## src/hdl/dmr_pkg.sv

```systemverilog
package dmr_pkg;
  // ==========================================================
  // Command decode (registered command bus, active-low pins)
  // ==========================================================
  localparam logic [2:0] BANK_SEL_SRT = 3'h2;
  localparam logic [2:0] BANK_SEL_RDO = 3'h3;
  localparam logic [3:0] CMD_MRS = 4'h0;
  localparam logic [3:0] CMD_WRITE = 4'h4;
  localparam logic [3:0] CMD_READ = 4'h5;
  localparam int ADDR_W = 17;
  // ==========================================================
  // Self-refresh/termination register fields
  // ==========================================================
  localparam int CWL_LSB = 3;
  localparam int CWL_W = 3;
  localparam int ASR_BIT = 6;
  localparam int SRT_BIT = 7;
  localparam int WTERM_LSB = 9;
  localparam int WTERM_W = 2;
  localparam logic [WTERM_W-1:0] WTERM_OFF = 2'h0;
  localparam logic [CWL_W-1:0] CWL_RESET = 3'h0;
  localparam int CWL_BASE = 5;
  // ==========================================================
  // Readout register fields
  // ==========================================================
  localparam int RDO_EN_BIT = 2;
  localparam int RDO_SEL_LSB = 0;
  localparam int RDO_SEL_W = 2;
  localparam logic [RDO_SEL_W-1:0] RDO_SEL_PATTERN = 2'h0;
  localparam logic [7:0] CAL_PATTERN = 8'hAA;
  localparam int BURST_LEN = 8;
  localparam int LAT_W = 5;
endpackage

```

## src/hdl/dmr_mode_regs.sv

```systemverilog
`timescale 1ns/10ps
`default_nettype none
// Functional notes
// - Self-refresh/termination register holds value until rewritten; array untouched.
// - CAS write latency comes from bits 5 to 3.
// - Total write latency is CAS write latency plus additive latency.
// - Bit 6 set lets self refresh go 2x automatically when hot.
// - Bit 7 set forces 2x self refresh always; clear means 1x unless bit 6 auto switching applies.
// - Bits 10:9 select write termination; nonzero enables dynamic switching.
// - Write termination replaces nominal during write bursts only; here it holds from the write command to burst end.
// - Nominal disabled gives high impedance outside writes.
// - Nominal and write termination enable independently.
// - No write termination during write leveling.
// - Bit 2 clear is normal; set selects pattern by bits 1:0.
// - With readout on, reads go to the pattern register.
// - Reset still works in readout mode.
// - Calibration pattern is 0,1,0,1 alternating on every burst.
// - Bank bits 010 select self-refresh register, 011 readout register.
module dmr_mode_regs
  import dmr_pkg::*;
(
  input wire logic ref_clk,
  input wire logic nrst,
  input wire logic csN,
  input wire logic rasN,
  input wire logic casN,
  input wire logic weN,
  input wire logic [2:0] bankAddr,
  input wire logic [ADDR_W-1:0] addr,
  input wire logic [1:0] additiveLatency,
  input wire logic [2:0] nominalTermSel,
  input wire logic writeLevelEn,
  input wire logic caseHot,
  input wire logic caseWarm,
  output logic [CWL_W-1:0] casWriteLatency,
  output logic [LAT_W-1:0] totalWriteLatency,
  output logic doubleRefreshRate,
  output logic [2:0] termSel,
  output logic termWriteActive,
  output logic patternRead,
  output logic patternDataValid,
  output logic patternData,
  output logic arrayReadEn
);
  // ==========================================================
  // Pin synchronisers
  // ==========================================================
  logic [ADDR_W+6:0] pinMeta_r;
  logic [ADDR_W+6:0] pinSync_r;
  logic hotMeta_r;
  logic hotSync_r;
  logic warmMeta_r;
  logic warmSync_r;

  always_ff @(posedge ref_clk or negedge nrst) begin
    if (!nrst) begin
      pinMeta_r <= {4'hF, {(ADDR_W+3){1'b0}}};
      pinSync_r <= {4'hF, {(ADDR_W+3){1'b0}}};
    end else begin
      pinMeta_r <= {csN, rasN, casN, weN, bankAddr, addr};
      pinSync_r <= pinMeta_r;
    end
  end

  always_ff @(posedge ref_clk or negedge nrst) begin
    if (!nrst) begin
      hotMeta_r <= 1'b0;
      hotSync_r <= 1'b0;
      warmMeta_r <= 1'b0;
      warmSync_r <= 1'b0;
    end else begin
      hotMeta_r <= caseHot;
      hotSync_r <= hotMeta_r;
      warmMeta_r <= caseWarm;
      warmSync_r <= warmMeta_r;
    end
  end

  logic [3:0] cmdS;
  logic [2:0] bankS;
  logic [ADDR_W-1:0] addrS;
  assign cmdS = pinSync_r[ADDR_W+6:ADDR_W+3];
  assign bankS = pinSync_r[ADDR_W+2:ADDR_W];
  assign addrS = pinSync_r[ADDR_W-1:0];

  logic isMrs;
  logic isWrite;
  logic isRead;
  assign isMrs = (cmdS == CMD_MRS);
  assign isWrite = (cmdS == CMD_WRITE);
  assign isRead = (cmdS == CMD_READ);

  // ==========================================================
  // Mode registers (write-only, no readback path)
  // ==========================================================
  logic [CWL_W-1:0] cwl_r;
  logic asr_r;
  logic srt_r;
  logic [WTERM_W-1:0] wterm_r;
  logic rdoEn_r;
  logic [RDO_SEL_W-1:0] rdoSel_r;

  // Array contents are elsewhere; only these fields change here
  always_ff @(posedge ref_clk or negedge nrst) begin
    if (!nrst) begin
      cwl_r <= CWL_RESET;
      asr_r <= 1'b0;
      srt_r <= 1'b0;
      wterm_r <= WTERM_OFF;
    end else if (isMrs && bankS == BANK_SEL_SRT) begin
      cwl_r <= addrS[CWL_LSB +: CWL_W];
      asr_r <= addrS[ASR_BIT];
      srt_r <= addrS[SRT_BIT];
      wterm_r <= addrS[WTERM_LSB +: WTERM_W];
    end
  end

  // Reset clears readout mode even when enabled
  always_ff @(posedge ref_clk or negedge nrst) begin
    if (!nrst) begin
      rdoEn_r <= 1'b0;
      rdoSel_r <= RDO_SEL_PATTERN;
    end else if (isMrs && bankS == BANK_SEL_RDO) begin
      rdoEn_r <= addrS[RDO_EN_BIT];
      rdoSel_r <= addrS[RDO_SEL_LSB +: RDO_SEL_W];
    end
  end

  assign casWriteLatency = cwl_r;

  // ==========================================================
  // Self refresh rate
  // ==========================================================
  // Warm threshold sits below the hot point, so switch may come early
  logic dblRate_r;
  always_ff @(posedge ref_clk or negedge nrst) begin
    if (!nrst) begin
      dblRate_r <= 1'b0;
    end else begin
      dblRate_r <= srt_r || (asr_r && (hotSync_r || warmSync_r));
    end
  end
  assign doubleRefreshRate = dblRate_r;

  // ==========================================================
  // Write latency and write termination window
  // ==========================================================
  // CAS_WRITE_LATENCY code 0 means 5 clocks; latency = CAS_WRITE_LATENCY + AL
  logic [LAT_W-1:0] wlNxt;
  assign wlNxt = LAT_W'(CWL_BASE) + LAT_W'(cwl_r) + LAT_W'(additiveLatency);
  assign totalWriteLatency = wlNxt;

  logic dataStart;
  dmr_delay_line #(.DEPTH(32)) dmr_delay_line_inst (
    .ref_clk(ref_clk),
    .nrst(nrst),
    .pulseIn(isWrite && !rdoEn_r),
    .delaySel(wlNxt - LAT_W'(1)),
    .pulseOut(dataStart)
  );

  logic [3:0] burstCnt_r;
  logic inWrite_r;
  always_ff @(posedge ref_clk or negedge nrst) begin
    if (!nrst) begin
      inWrite_r <= 1'b0;
      burstCnt_r <= 4'h0;
    end else if (isWrite && !rdoEn_r) begin
      inWrite_r <= 1'b1;
      burstCnt_r <= 4'h0;
    end else if (dataStart) begin
      burstCnt_r <= 4'(BURST_LEN / 2);
    end else if (burstCnt_r != 4'h0) begin
      burstCnt_r <= burstCnt_r - 4'h1;
      if (burstCnt_r == 4'h1) begin
        inWrite_r <= 1'b0;
      end
    end
  end

  // Encoding: 0 high-Z, else nominal code, or {1,wterm} during writes
  logic wtActive;
  assign wtActive = inWrite_r && (wterm_r != WTERM_OFF) && !writeLevelEn;
  logic [2:0] term_r;
  always_ff @(posedge ref_clk or negedge nrst) begin
    if (!nrst) begin
      term_r <= 3'h0;
    end else if (wtActive) begin
      term_r <= {1'b1, wterm_r};
    end else begin
      term_r <= nominalTermSel;
    end
  end
  assign termSel = term_r;
  assign termWriteActive = wtActive;

  // ==========================================================
  // Pattern readout
  // ==========================================================
  logic [7:0] patShift_r;
  logic [3:0] patCnt_r;
  always_ff @(posedge ref_clk or negedge nrst) begin
    if (!nrst) begin
      patShift_r <= 8'h00;
      patCnt_r <= 4'h0;
    end else if (isRead && rdoEn_r) begin
      // Only the calibration code is defined; others return zero
      patShift_r <= (rdoSel_r == RDO_SEL_PATTERN) ? CAL_PATTERN : 8'h00;
      patCnt_r <= 4'(BURST_LEN);
    end else if (patCnt_r != 4'h0) begin
      patShift_r <= {1'b0, patShift_r[7:1]};
      patCnt_r <= patCnt_r - 4'h1;
    end
  end

  // Valid is registered with the data bit so both line up on every beat
  logic patBit_r;
  logic patValid_r;
  always_ff @(posedge ref_clk or negedge nrst) begin
    if (!nrst) begin
      patBit_r <= 1'b0;
      patValid_r <= 1'b0;
    end else begin
      patBit_r <= (patCnt_r != 4'h0) ? patShift_r[0] : 1'b0;
      patValid_r <= (patCnt_r != 4'h0);
    end
  end
  assign patternData = patBit_r;
  assign patternDataValid = patValid_r;
  assign patternRead = rdoEn_r;
  assign arrayReadEn = isRead && !rdoEn_r;
endmodule
`default_nettype wire

```

## src/hdl/dmr_delay_line.sv

```systemverilog
`timescale 1ns/10ps
`default_nettype none
module dmr_delay_line
  import dmr_pkg::*;
#(
  parameter int DEPTH = 32
) (
  input wire logic ref_clk,
  input wire logic nrst,
  input wire logic pulseIn,
  input wire logic [LAT_W-1:0] delaySel,
  output logic pulseOut
);
  // ==========================================================
  // Shift chain, tap picks the latency
  // ==========================================================
  logic [DEPTH-1:0] chain_r;

  always_ff @(posedge ref_clk or negedge nrst) begin
    if (!nrst) begin
      chain_r <= '0;
    end else begin
      chain_r <= {chain_r[DEPTH-2:0], pulseIn};
    end
  end

  // Tap 0 means one clock; zero-delay would need a combinational path
  assign pulseOut = chain_r[delaySel];
endmodule
`default_nettype wire

```

## config.mk

```make
export PLATFORM = sky130hd
export DESIGN_NAME = dmr_mode_regs
export DESIGN_NICKNAME = d
export VERILOG_FILES = /design/src/hdl/dmr_pkg.sv /design/src/hdl/dmr_mode_regs.sv /design/src/hdl/dmr_delay_line.sv
export SDC_FILE = /design/constraint.sdc
export NUM_CORES = 1
export LEC_CHECK = 0
export BUFFER_PORTS_ARGS = -buffer_cell sky130_fd_sc_hd__buf_2
export CORE_MARGIN = 2
export CORE_UTILIZATION = 41
export DETAILED_ROUTE_END_ITERATION = 7
export GPL_ROUTABILITY_DRIVEN = 0
export PLACE_DENSITY = 0.69
export REMOVE_ABC_BUFFERS = 1
export SLEW_MARGIN = 5
export SYNTH_ARGS = -nofsm -noshare
export SYNTH_HDL_FRONTEND = slang
export SYNTH_HIERARCHICAL = 1
export SYNTH_SLANG_ARGS = --single-unit
```

## constraint.sdc

```tcl
create_clock -name ref_clk -period 3.8 [get_ports ref_clk]
set_input_delay 0.19 -clock ref_clk [delete_from_list [all_inputs] [get_ports ref_clk]]
set_output_delay 0.19 -clock ref_clk [all_outputs]
set_load 0.005 [all_outputs]
```

# --- Word level (Yosys, flattened, before mapping) ---
# Cells that the tools add are included.
totals:
  regBits: 117
  input_bits: 34
  output_inout_bits: 17
  word_cells: 71
classes:
  addsub: 5
  magnitude_cmp: 1
  n_eq_ne: 6
  n_mux: 16
  n_reduce_logical: 22
op_table:
  columns: ["cell", "count"]
  rows:
  - ["8-bit 2-to-1 mux", 3]
  - ["4-bit 2-to-1 mux", 5]
  - ["4-bit by 3-bit == test with 1-bit output (second input constant)", 2]
  - ["1-bit logical AND", 8]
  - ["2-bit nonzero test", 4]
  - ["4-bit nonzero test", 2]
  - ["4-bit by 1-bit subtractor with 4-bit output (second input constant)", 2]
  - ["3-bit by 2-bit == test with 1-bit output (second input constant)", 2]
  - ["5-bit by 6-bit < comparator with 1-bit output (second input constant)", 1]
  - ["1-bit 2-to-1 mux", 6]
  - ["4-bit by 2-bit adder with 5-bit output", 1]
  - ["1-bit binary-select mux with 5-bit select", 1]
  - ["5-bit by 1-bit subtractor with 5-bit output (second input constant)", 1]
  - ["3-bit by 3-bit adder with 4-bit output (first input constant)", 1]
  - ["4-bit by 1-bit == test with 1-bit output (second input constant)", 1]
  - ["4-bit zero test", 1]
  - ["3-bit 2-to-1 mux", 1]
  - ["3-bit AND reduction", 1]
  - ["3-bit nonzero test", 1]
  - ["1-bit zero test", 2]
  - ["2-bit zero test", 1]
  - ["1-bit logical OR", 2]
  - ["2-bit by 1-bit != test with 1-bit output (second input constant)", 1]

# --- Logic depth before layout (Yosys ltp) ---
# Gate-level depths: netlist of run 1.
logic_depth:
  ltp_word: 7
  mapped_depth: 16

# --- Hierarchy ---
# The synthesis of run 1 kept the hierarchy.
by_module_without_submodules:
  columns: ["module", "instances", "cells_per_inst", "area_per_inst_um2", "seq_area_each_um2"]
  rows:
  - ["dmr_mode_regs", 1, 182, 2572.5, 1786.7]
  - ["dmr_delay_line", 1, 73, 1126.1, 800.8]

# --- Least setup slack after synthesis of run 1 ---
# No wires, ideal clock.
synth_timing:
  kind: "reg2reg"
  from: "register cwl_r[0], in the netlist casWriteLatency[0]"
  to: "register inWrite_r"
  arrival_ps: 2702
  required_ps: 3682
  setup_slack_ps: 980
  stages_incl_launch_ff: 16
  path_buffers: 0
  period_less_slack_ps: 2820
  cell_sequence: "dfrtp_1 > inv_1 > ha_1 > inv_1 > fa_1 > inv_1 > ha_1 > xnor2_1 > and2_1 > a22oi_1 > nand4b_1 > a21oi_1 > a311o_1 > nor2_1 > nand3_1 > a21o_1"
synth_between:
  elab_chain_len: 7
synth_lines:
  columns: ["item", "line_no", "rtl"]
  rows:
  - ["start, declared", "dmr_mode_regs.sv:96", "logic [CWL_W-1:0] cwl_r;"]
  - ["start signal, assigned", "dmr_mode_regs.sv:111", "cwl_r <= addrS[CWL_LSB +: CWL_W];"]
  - ["3-bit by 3-bit adder with 4-bit output", "dmr_mode_regs.sv:150", "assign wlNxt = LAT_W'(CWL_BASE) + LAT_W'(cwl_r) + LAT_W'(additiveLatency);"]
  - ["4-bit by 2-bit adder with 5-bit output", "dmr_mode_regs.sv:150", null]
  - ["net totalWriteLatency[1]", "dmr_mode_regs.sv:36", "output logic [LAT_W-1:0] totalWriteLatency,"]
  - ["5-bit by 1-bit subtractor with 5-bit output", "dmr_mode_regs.sv:158", ".delaySel(wlNxt - LAT_W'(1)),"]
  - ["1-bit binary-select mux with 5-bit select", "dmr_delay_line.sv:28", "assign pulseOut = chain_r[delaySel];"]
  - ["1-bit 2-to-1 mux (not written as such)", "dmr_delay_line.sv:28", null]
  - ["net dataStart", "dmr_mode_regs.sv:153", "logic dataStart;"]
  - ["2-bit by 1-bit != test with 1-bit output (no source line)", null, null]
  - ["3-bit AND reduction (no source line)", null, null]
  - ["end signal, assigned", "dmr_mode_regs.sv:166", "inWrite_r <= 1'b0;"]
  - ["end signal, assigned", "dmr_mode_regs.sv:169", "inWrite_r <= 1'b1;"]
  - ["end signal, assigned", "dmr_mode_regs.sv:176", "inWrite_r <= 1'b0;"]
  - ["end, declared", "dmr_mode_regs.sv:163", "logic inWrite_r;"]
# The timed path passes the listed nets, and every way through them passes these cells. The select of a mux whose other input is x is not followed.
# A chain may end at the register's enable or synchronous reset.

# --- Worst setup path in the final report of run 1 ---
layout_timing:
  from: "register cwl_r[0], in the netlist casWriteLatency[0]"
  to: "register inWrite_r"
layout_between:
  elab_chain_len: 7
layout_lines:
  columns: ["item", "line_no"]
  rows:
  - ["3-bit by 3-bit adder with 4-bit output", "dmr_mode_regs.sv:150"]
  - ["4-bit by 2-bit adder with 5-bit output", "dmr_mode_regs.sv:150"]
  - ["5-bit by 1-bit subtractor with 5-bit output", "dmr_mode_regs.sv:158"]
  - ["1-bit binary-select mux with 5-bit select", "dmr_delay_line.sv:28"]
  - ["1-bit 2-to-1 mux (not written as such)", "dmr_delay_line.sv:28"]
  - ["net dataStart", "dmr_mode_regs.sv:153"]
  - ["2-bit by 1-bit != test with 1-bit output (no source line)", null]
  - ["3-bit AND reduction (no source line)", null]
# The timed path passes the listed nets, and every way through them passes these cells. The select of a mux whose other input is x is not followed.

==> results of run 1 <==
[worst min-delay path by stage]
| stage | start | endpoint | cells past startpoint |
|---|---|---|---|
| floorplan | nrst | asr_r | 0 |
| global placement | weN | pinMeta_r[20] | 1 |
| detailed placement | casN | pinMeta_r[21] | 1 |
| CTS | nominalTermSel[2] | termSel[2] | 2 |
| global route | nominalTermSel[2] | termSel[2] | 2 |
| finish | nominalTermSel[2] | termSel[2] | 2 |
[stage by stage]
| stage | instance area [um2] | instances |
|---|---|---|
| 2_1_floorplan | 3650 | 249 |
| 6_report | 4410 | 437 |
| 3_5_place_dp | 4010 | 401 |
| 4_1_cts | 4410 | 437 |
| 3_3_place_gp | 4010 | 401 |
| 5_1_grt | 4410 | 437 |
[area by class of cell]
cell class | instances | area share
multi-input combinational | 132 | 0.229
clock inverter | 4 | 0.00822
timing repair buffer | 64 | 0.0970
sequential | 103 | 0.586
clock buffer | 12 | 0.0374
tap | 108 | 0.0306
inverter | 14 | 0.0119
[kinds of logic (layout without fill, tap and decap cells)]
logic type / count (synthesis) / count (layout) / synth area share
fa+ha+maj: 8 / 8 / 0.0291
simple gates: 62 / 62 / 0.0937
buf+inv: 20 / 94 / 0.0277
mux: 31 / 31 / 0.0913
compound gates: 24 / 24 / 0.0433
flops: 103 / 103 / 0.700
other cells: 1 / 1 / 0.00101
xor+xnor: 6 / 6 / 0.0142
[layout by cell type (no fill, tap or decap), types with 3 or more instances in the layout]
cell type,netlist,routed
a21oi_1,8,8
a22oi_1,4,4
a31oi_1,3,3
and2_1,3,3
buf_2,0,41
buf_4,1,3
clkbuf_8,0,12
dfrtp_1,95,95
dfstp_2,8,8
dlygate4sd3_1,0,20
ha_1,7,7
inv_1,14,14
mux2_2,10,10
mux2_4,3,3
mux2i_1,18,18
nand2_1,23,23
nand2b_1,3,3
nand3_1,5,5
nor2_1,10,10
nor3_1,4,4
xnor2_1,4,4
[synthesized netlist by cell type, types with 2 or more instances]
library cell  instances
xnor2_1               4
and2_1                3
nor2_1               10
a21oi_1               8
nand2_1              23
clkbuf_1              3
dfrtp_1              95
a31oi_1               3
a211o_1               2
mux2_2               10
a211oi_1              2
a22oi_1               4
nand3_1               5
or4b_4                2
nand2b_1              3
dfstp_2               8
mux2i_1              18
nor3_1                4
xor2_1                2
inv_1                14
mux2_4                3
ha_1                  7
[flip-flops by register name, summed over array words and instances, names as in the netlist, 2 cells and up]
register                     cells
dmr_delay_line_inst/chain_r     32
pinMeta_r                       17
pinSync_r                       17
patShift_r                       8
burstCnt_r                       4
patCnt_r                         4
casWriteLatency                  3
termSel                          3
rdoSel_r                         2
wterm_r                          2
[per-layer routing]
| metal | wire length (um) | part of all wire | GRT usage |
|---|---|---|---|
| met5 | 0 | 0 | 0 |
| met3 | 226 | 0.041 | 0.0326 |
| met1 | 2450 | 0.44 | 0.156 |
| met2 | 2750 | 0.50 | 0.204 |
| met4 | 86 | 0.016 | 0.0474 |
[power groups by stage]
stage	clock network (mW)	registers, mW	logic, mW
floorplan	0	1.28	0.362
global placement	0	1.29	0.482
detailed placement	0	1.30	0.505
CTS	0.683	1.28	0.523
global route	0.726	1.29	0.582
finish	0.659	1.27	0.512
[critical path, delay by kind of cell (launching register included)]
family | cells | cell delay (ns)
DFF | 1 | 0.40
and+or+nand+nor | 6 | 0.80
adders and majority gates | 3 | 0.81
buffers and inverters | 3 | 0.17
AOI/OAI and AO/OA | 2 | 0.54
xor gates and xnor gates | 1 | 0.26
==> impl_metrics.tcl, run 1 <==
set metrics [dict create \
    outcome "complete, no violations" \
    rows 34 \
    syn_inst 255 \
    async_flop_share 1.00 \
    drtIter0Drc 54 \
    initial_core_util 0.424 \
    drive_gt1_frac 0.264 \
    io_buffers 42 \
    crit_fanout 5 \
    worstPathArrival_ns 3.33 \
    r2r_cells 15 \
    setup_tns_ns 0 \
    die-area_um2 9800 \
    grt_overflow 0 \
    clock_power_share 0.269 \
    yosys.area.top_type "dfrtp_1" \
    reg2reg_to "inWrite_r" \
    p_sw_mw 0.696 \
    crit_end "inWrite_r" \
    multi_input_area_um2 1010 \
    cp-start-kind "flop" \
    synth_edf_count 0 \
    peakVddDrop_v 0.000312 \
    max_freq_mhz 324 \
    power_mw 2.45 \
    synth.avg_cell_area_um2 14.5 \
    cp-end-kind "flop" \
    post_drt_wl_per_cell_um 12.6 \
    clock-root-buffer "clkbuf_8" \
    required_ns 4.04 \
    yosysWarnings 6 \
    worst_pin_slew_ns 0.926 \
    period_share 0.813 \
    drv_cap 0 \
    n_antenna_cell 0 \
    seq_area_frac_synth 0.700 \
    grt_pass1_wl_um 9650 \
    first_pass_iters 4 \
    p_int_mw 1.75 \
    whs_ns 0.0483 \
    cts.clk_slew.worst_paths_ns 0.09 \
    vias 2091 \
    relSlewSlack 0.382 \
    ant_nets 0 \
    antenna_found_initial 0 \
    setup_viol 0 \
    post_cts_buffers 0 \
    drt_wl_total_um 5510 \
    fin_util 0.506 \
    finalHoldViolCount 0 \
    fin_crit_ns 3.09 \
    seq_area_um2 2590 \
    worstSkewPairLatency_ns 0.35 \
    worstSetupStartpoint "casWriteLatency[0]" \
    core_um2 8720 \
    viasPerCell 4.78 \
    cts_tree "built" \
    path_cells "inv_1 > ha_1 > inv_1 > fa_1 > inv_1 > ha_1 > xnor2_1 > nor2b_1 > nand2_1 > nand3_1 > nand2_1 > a311o_1 > nor2_1 > nand3_1 > a21o_1" \
    slew_violations 0 \
    seqPwrFrac 0.521 \
    fin_ws_ns 0.709 \
    combPwrFrac 0.209 \
    regToRegSetupSlack_ns 0.71 \
    leakage_nw 2.17 \
    synth_cell_type_count 44 \
    die_h_um 99.0 \
    synth_area_leaders "dfrtp_1, dfstp_2, mux2i_1" \
    cts_made_buffers 9 \
    synth_top_area_frac 0.643 \
    cts_hold_buf 20 \
    crit_type "reg2reg" \
    power_density_nw_per_um2 554 \
    area_delta_synth_final_pct 19.3 \
    ios 51 \
    fill_cells 753 \
    synth_area_um2 3700 \
    drc 0 \
    r2r_start "casWriteLatency[0]" \
    grt_max_degree 78 \
    track_usage 0.123 \
    rsz0062_at_grt "false" \
    nNetsFinal 366 \
    synth_ff_type "dfrtp_1" \
    hpwl_um 3750 \
    post-place-ws_ns 0.737 \
    critPathSlowestCell "fa_1" \
    hold_class "in2reg" \
    finClkSkew_ns 0.0135 \
    grt_pass1_vias 2135 \
    slowest_delay_ns 0.49 \
    synth_seq_cells 103 \
    cts_buffer_depth 2 \
    cts-resized-gates 0 \
    die_x_um 99.0 \
    cts_sinks 103 \
    sw_frac_of_total 0.284 \
    cts_htree_levels 3 \
    crit_top_cell "inv_1" \
]
No activity file was read; power rests on OpenSTA's default activity.
==> inputs of run 2 (changes only) <==
--- a/config.mk
+++ b/config.mk
@@ -5,6 +5,7 @@
 export SDC_FILE = /design/constraint.sdc
 export NUM_CORES = 1
 export LEC_CHECK = 0
+export ABC_AREA = 1
 export BUFFER_PORTS_ARGS = -buffer_cell sky130_fd_sc_hd__buf_2
 export CORE_MARGIN = 2
 export CORE_UTILIZATION = 41
==> constraint.sdc (replaced) <==
create_clock -name ref_clk -period 3.12 [get_ports ref_clk]
set_input_delay 0.156 -clock ref_clk [delete_from_list [all_inputs] [get_ports ref_clk]]
set_output_delay 0.156 -clock ref_clk [all_outputs]
set_load 0.005 [all_outputs]
==> run 2 against run 1 <==
The run now ends with hold timing left. Cell area up 2.9%. Register-to-register slack worse by 0.35 ns. Clock power up 19%. Maximum frequency up 12%. Critical path type unchanged.
==> impl_metrics.tcl, run 2 <==
set metrics [dict create \
    post_cts_buffers 0 \
    yosysMostFrequentCell "dfrtp_1" \
    outcome "complete, but fails checks" \
    initial_core_util 0.421 \
    core_um2 9150 \
    synthSimpleGateAreaFrac 0.198 \
    ant_nets 0 \
    post_drt_wl_per_cell_um 11.1 \
    synth_top_area_frac 0.618 \
    top_regs "dmr_delay_line_inst/chain_r (32), pinMeta_r (17), pinSync_r (17)" \
    failed_checks "hold timing" \
    synth_area_leaders "dfrtp_1, nand2_1, dfstp_2" \
    max_freq_mhz 362 \
    ys_top_cells_by_count "dfrtp_1, nand2_1, nand3_1" \
    crit_type "reg2reg" \
    hold_class "in2async" \
    cts.clk_slew.worst_paths_ns 0.11 \
    yosysWarnings 6 \
    path_cells "inv_1 > ha_1 > inv_1 > fa_1 > inv_1 > ha_1 > inv_1 > inv_2 > nand3_1 > nand3_1 > nand2_1 > nand2_1 > nand2_1 > nand2_1 > nand2_1 > inv_1 > nand2_1 > nor2_1" \
    synth.avg_cell_area_um2 10.9 \
    clock-root-buffer "clkbuf_8" \
    peakVddDrop_v 0.000320 \
    post-place-ws_ns 0.389 \
    synthMuxAreaShare 0 \
    cp-end-kind "flop" \
    async_flop_share 1.00 \
    crit_top_cell "nand2_1" \
    finalHoldViolCount 20 \
    fin_crit_ns 2.76 \
    drive_gt1_frac 0.217 \
    slew_violations 0 \
    dpl_cell_area_um2 4150 \
    drtIter0Drc 113 \
    track_usage 0.132 \
    worstSkewPairLatency_ns 0.36 \
    leakage_nw 2.29 \
    seq_area_frac_synth 0.672 \
    ios 51 \
    cp-start-kind "flop" \
    synth-adder-area-share 0.0280 \
    setup_tns_ns 0 \
    synth_edf_count 0 \
    die_x_um 101 \
    first_pass_iters 4 \
    grt_max_degree 89 \
    io_buffers 42 \
    slowest_delay_ns 0.51 \
    grt_pass1_wl_um 10700 \
    drc 0 \
    vias 2470 \
    cts_tree "built" \
    grt_overflow 0 \
    final_common_cell "dfrtp_1" \
    required_ns 3.36 \
    drv_cap 0 \
    finClkSkew_ns 0.0123 \
    power_density_nw_per_um2 669 \
    yosys.area.top_type "dfrtp_1" \
    cts_sinks 103 \
    synth_top_family_by_area "simple AND/OR/NAND/NOR gates" \
    hpwl_um 3950 \
    syn_inst 353 \
    largest_reg_flops 32 \
    synth_seq_cells 103 \
    die_h_um 101 \
    antenna_found_initial 0 \
    synth_ff_type "dfrtp_1" \
    synth_cell_type_count 31 \
    layout_common_cells "dfrtp_1, nand2_1, buf_2" \
    period_share 0.884 \
    dp_cells 502 \
    top_register "dmr_delay_line_inst/chain_r" \
    fin_ws_ns 0.361 \
    setup_viol 0 \
    multi_input_area_um2 1030 \
    stdcell_count 539 \
    critPathSlowestCell "fa_1" \
    seq_area_um2 2590 \
    relSlewSlack 0.303 \
    worstPathArrival_ns 3.00 \
    viasPerCell 4.58 \
    synth_xor_xnor_area_share 0.00910 \
    die-area_um2 10200 \
    grt_pass1_vias 2452 \
    fill_cells 793 \
    cts_buffer_depth 2 \
    worst_pin_slew_ns 1.05 \
    stdcell_area_um2 4540 \
    rows 35 \
    whs_ns -0.0389 \
    r2r_start "casWriteLatency[0]" \
    cts_htree_levels 3 \
    cts_made_buffers 9 \
    nNetsFinal 465 \
    cts-resized-gates 0 \
    rsz0062_at_grt "false" \
    n_antenna_cell 0 \
    crit_fanout 9 \
    worstSetupStartpoint "casWriteLatency[0]" \
    drt_wl_total_um 6000 \
    synth_area_um2 3850 \
    area_delta_synth_final_pct 18.0 \
    synth_compound_area_frac 0.0322 \
]
[run 2: cell types whose count changed after synthesis, moves of 6 or more]
cell     before  now
inv_1        14   35
mux2_2       10    0
mux2i_1      18    0
nand2_1      23   90
nand2_2       0    9
nand3_1       5   40
nor2_1       10   16
o21ai_0       1   11
[run 2: final timing paths]
path	endpoint	slack, ns	depth (start not counted)
worst max-delay path	burstCnt_r[3]	0.36	18
min in group ref_clk	termSel[1]	0.02	3
max in group asynchronous	dmr_delay_line_inst/chain_r[8]	2.35	2
worst min register to register	pinSync_r[19]	0.36	0
worst min-delay path	patShift_r[6]	-0.04	1
worst max register to register	burstCnt_r[3]	0.36	18
[run 2: repair_timing]
action / 4_1_cts / 5_1_grt
setup endpoints to repair: 0 / 0
hold buffers: 21 / 0
hold endpoints to repair: 21 / 0
[run 2: cell families (layout without fill, tap and decap cells)]
group / after synthesis / after routing
adders and majority gates: 8 / 8
AOI/OAI and AO/OA: 22 / 22
xor gates and xnor gates: 4 / 4
DFF: 103 / 103
and+or+nand+nor: 169 / 169
buffers and inverters: 46 / 121
other: 1 / 1
[run 2: layout make-up]
cell class	count	area share
clock buffers	9	0.0273
multi-input cells	204	0.227
clock inverters	7	0.0140
repair buffers	66	0.0980
inverters	39	0.0333
flip-flops and latches	103	0.570
well taps	111	0.0306
[run 2: metal layers]
layer / global-route usage / share of wire / vias to the layer above
met5: 0 / 0 / -
met4: 0.0580 / 0.020 / 0
met3: 0.0277 / 0.033 / 12
met2: 0.219 / 0.49 / 41
met1: 0.168 / 0.46 / 1175
li1: - / - / 1242
[run 2: power breakdown]
part | internal, mW | switching [mW]
clock network | 0.308 | 0.476
registers | 1.47 | 0.0678
logic | 0.278 | 0.441
total | 2.05 | 0.985
[run 2: critical path, delay by kind of cell, from the launching register on]
kind | cells | cell delay [ns]
buffers and inverters | 6 | 0.66
and+or+nand+nor | 9 | 0.65
adders and majority gates | 3 | 0.92
DFF | 1 | 0.39
[run 2: stage by stage]
step           power [mW]  hold WS (ns)  utilization
2_1_floorplan        2.05        -0.140            -
5_1_grt              3.27        0.0476        0.496
6_report             3.04       -0.0389        0.496
4_1_cts              3.08       0.00385        0.496
3_5_place_dp         2.27         0.262        0.453
3_3_place_gp         2.23         0.262        0.453
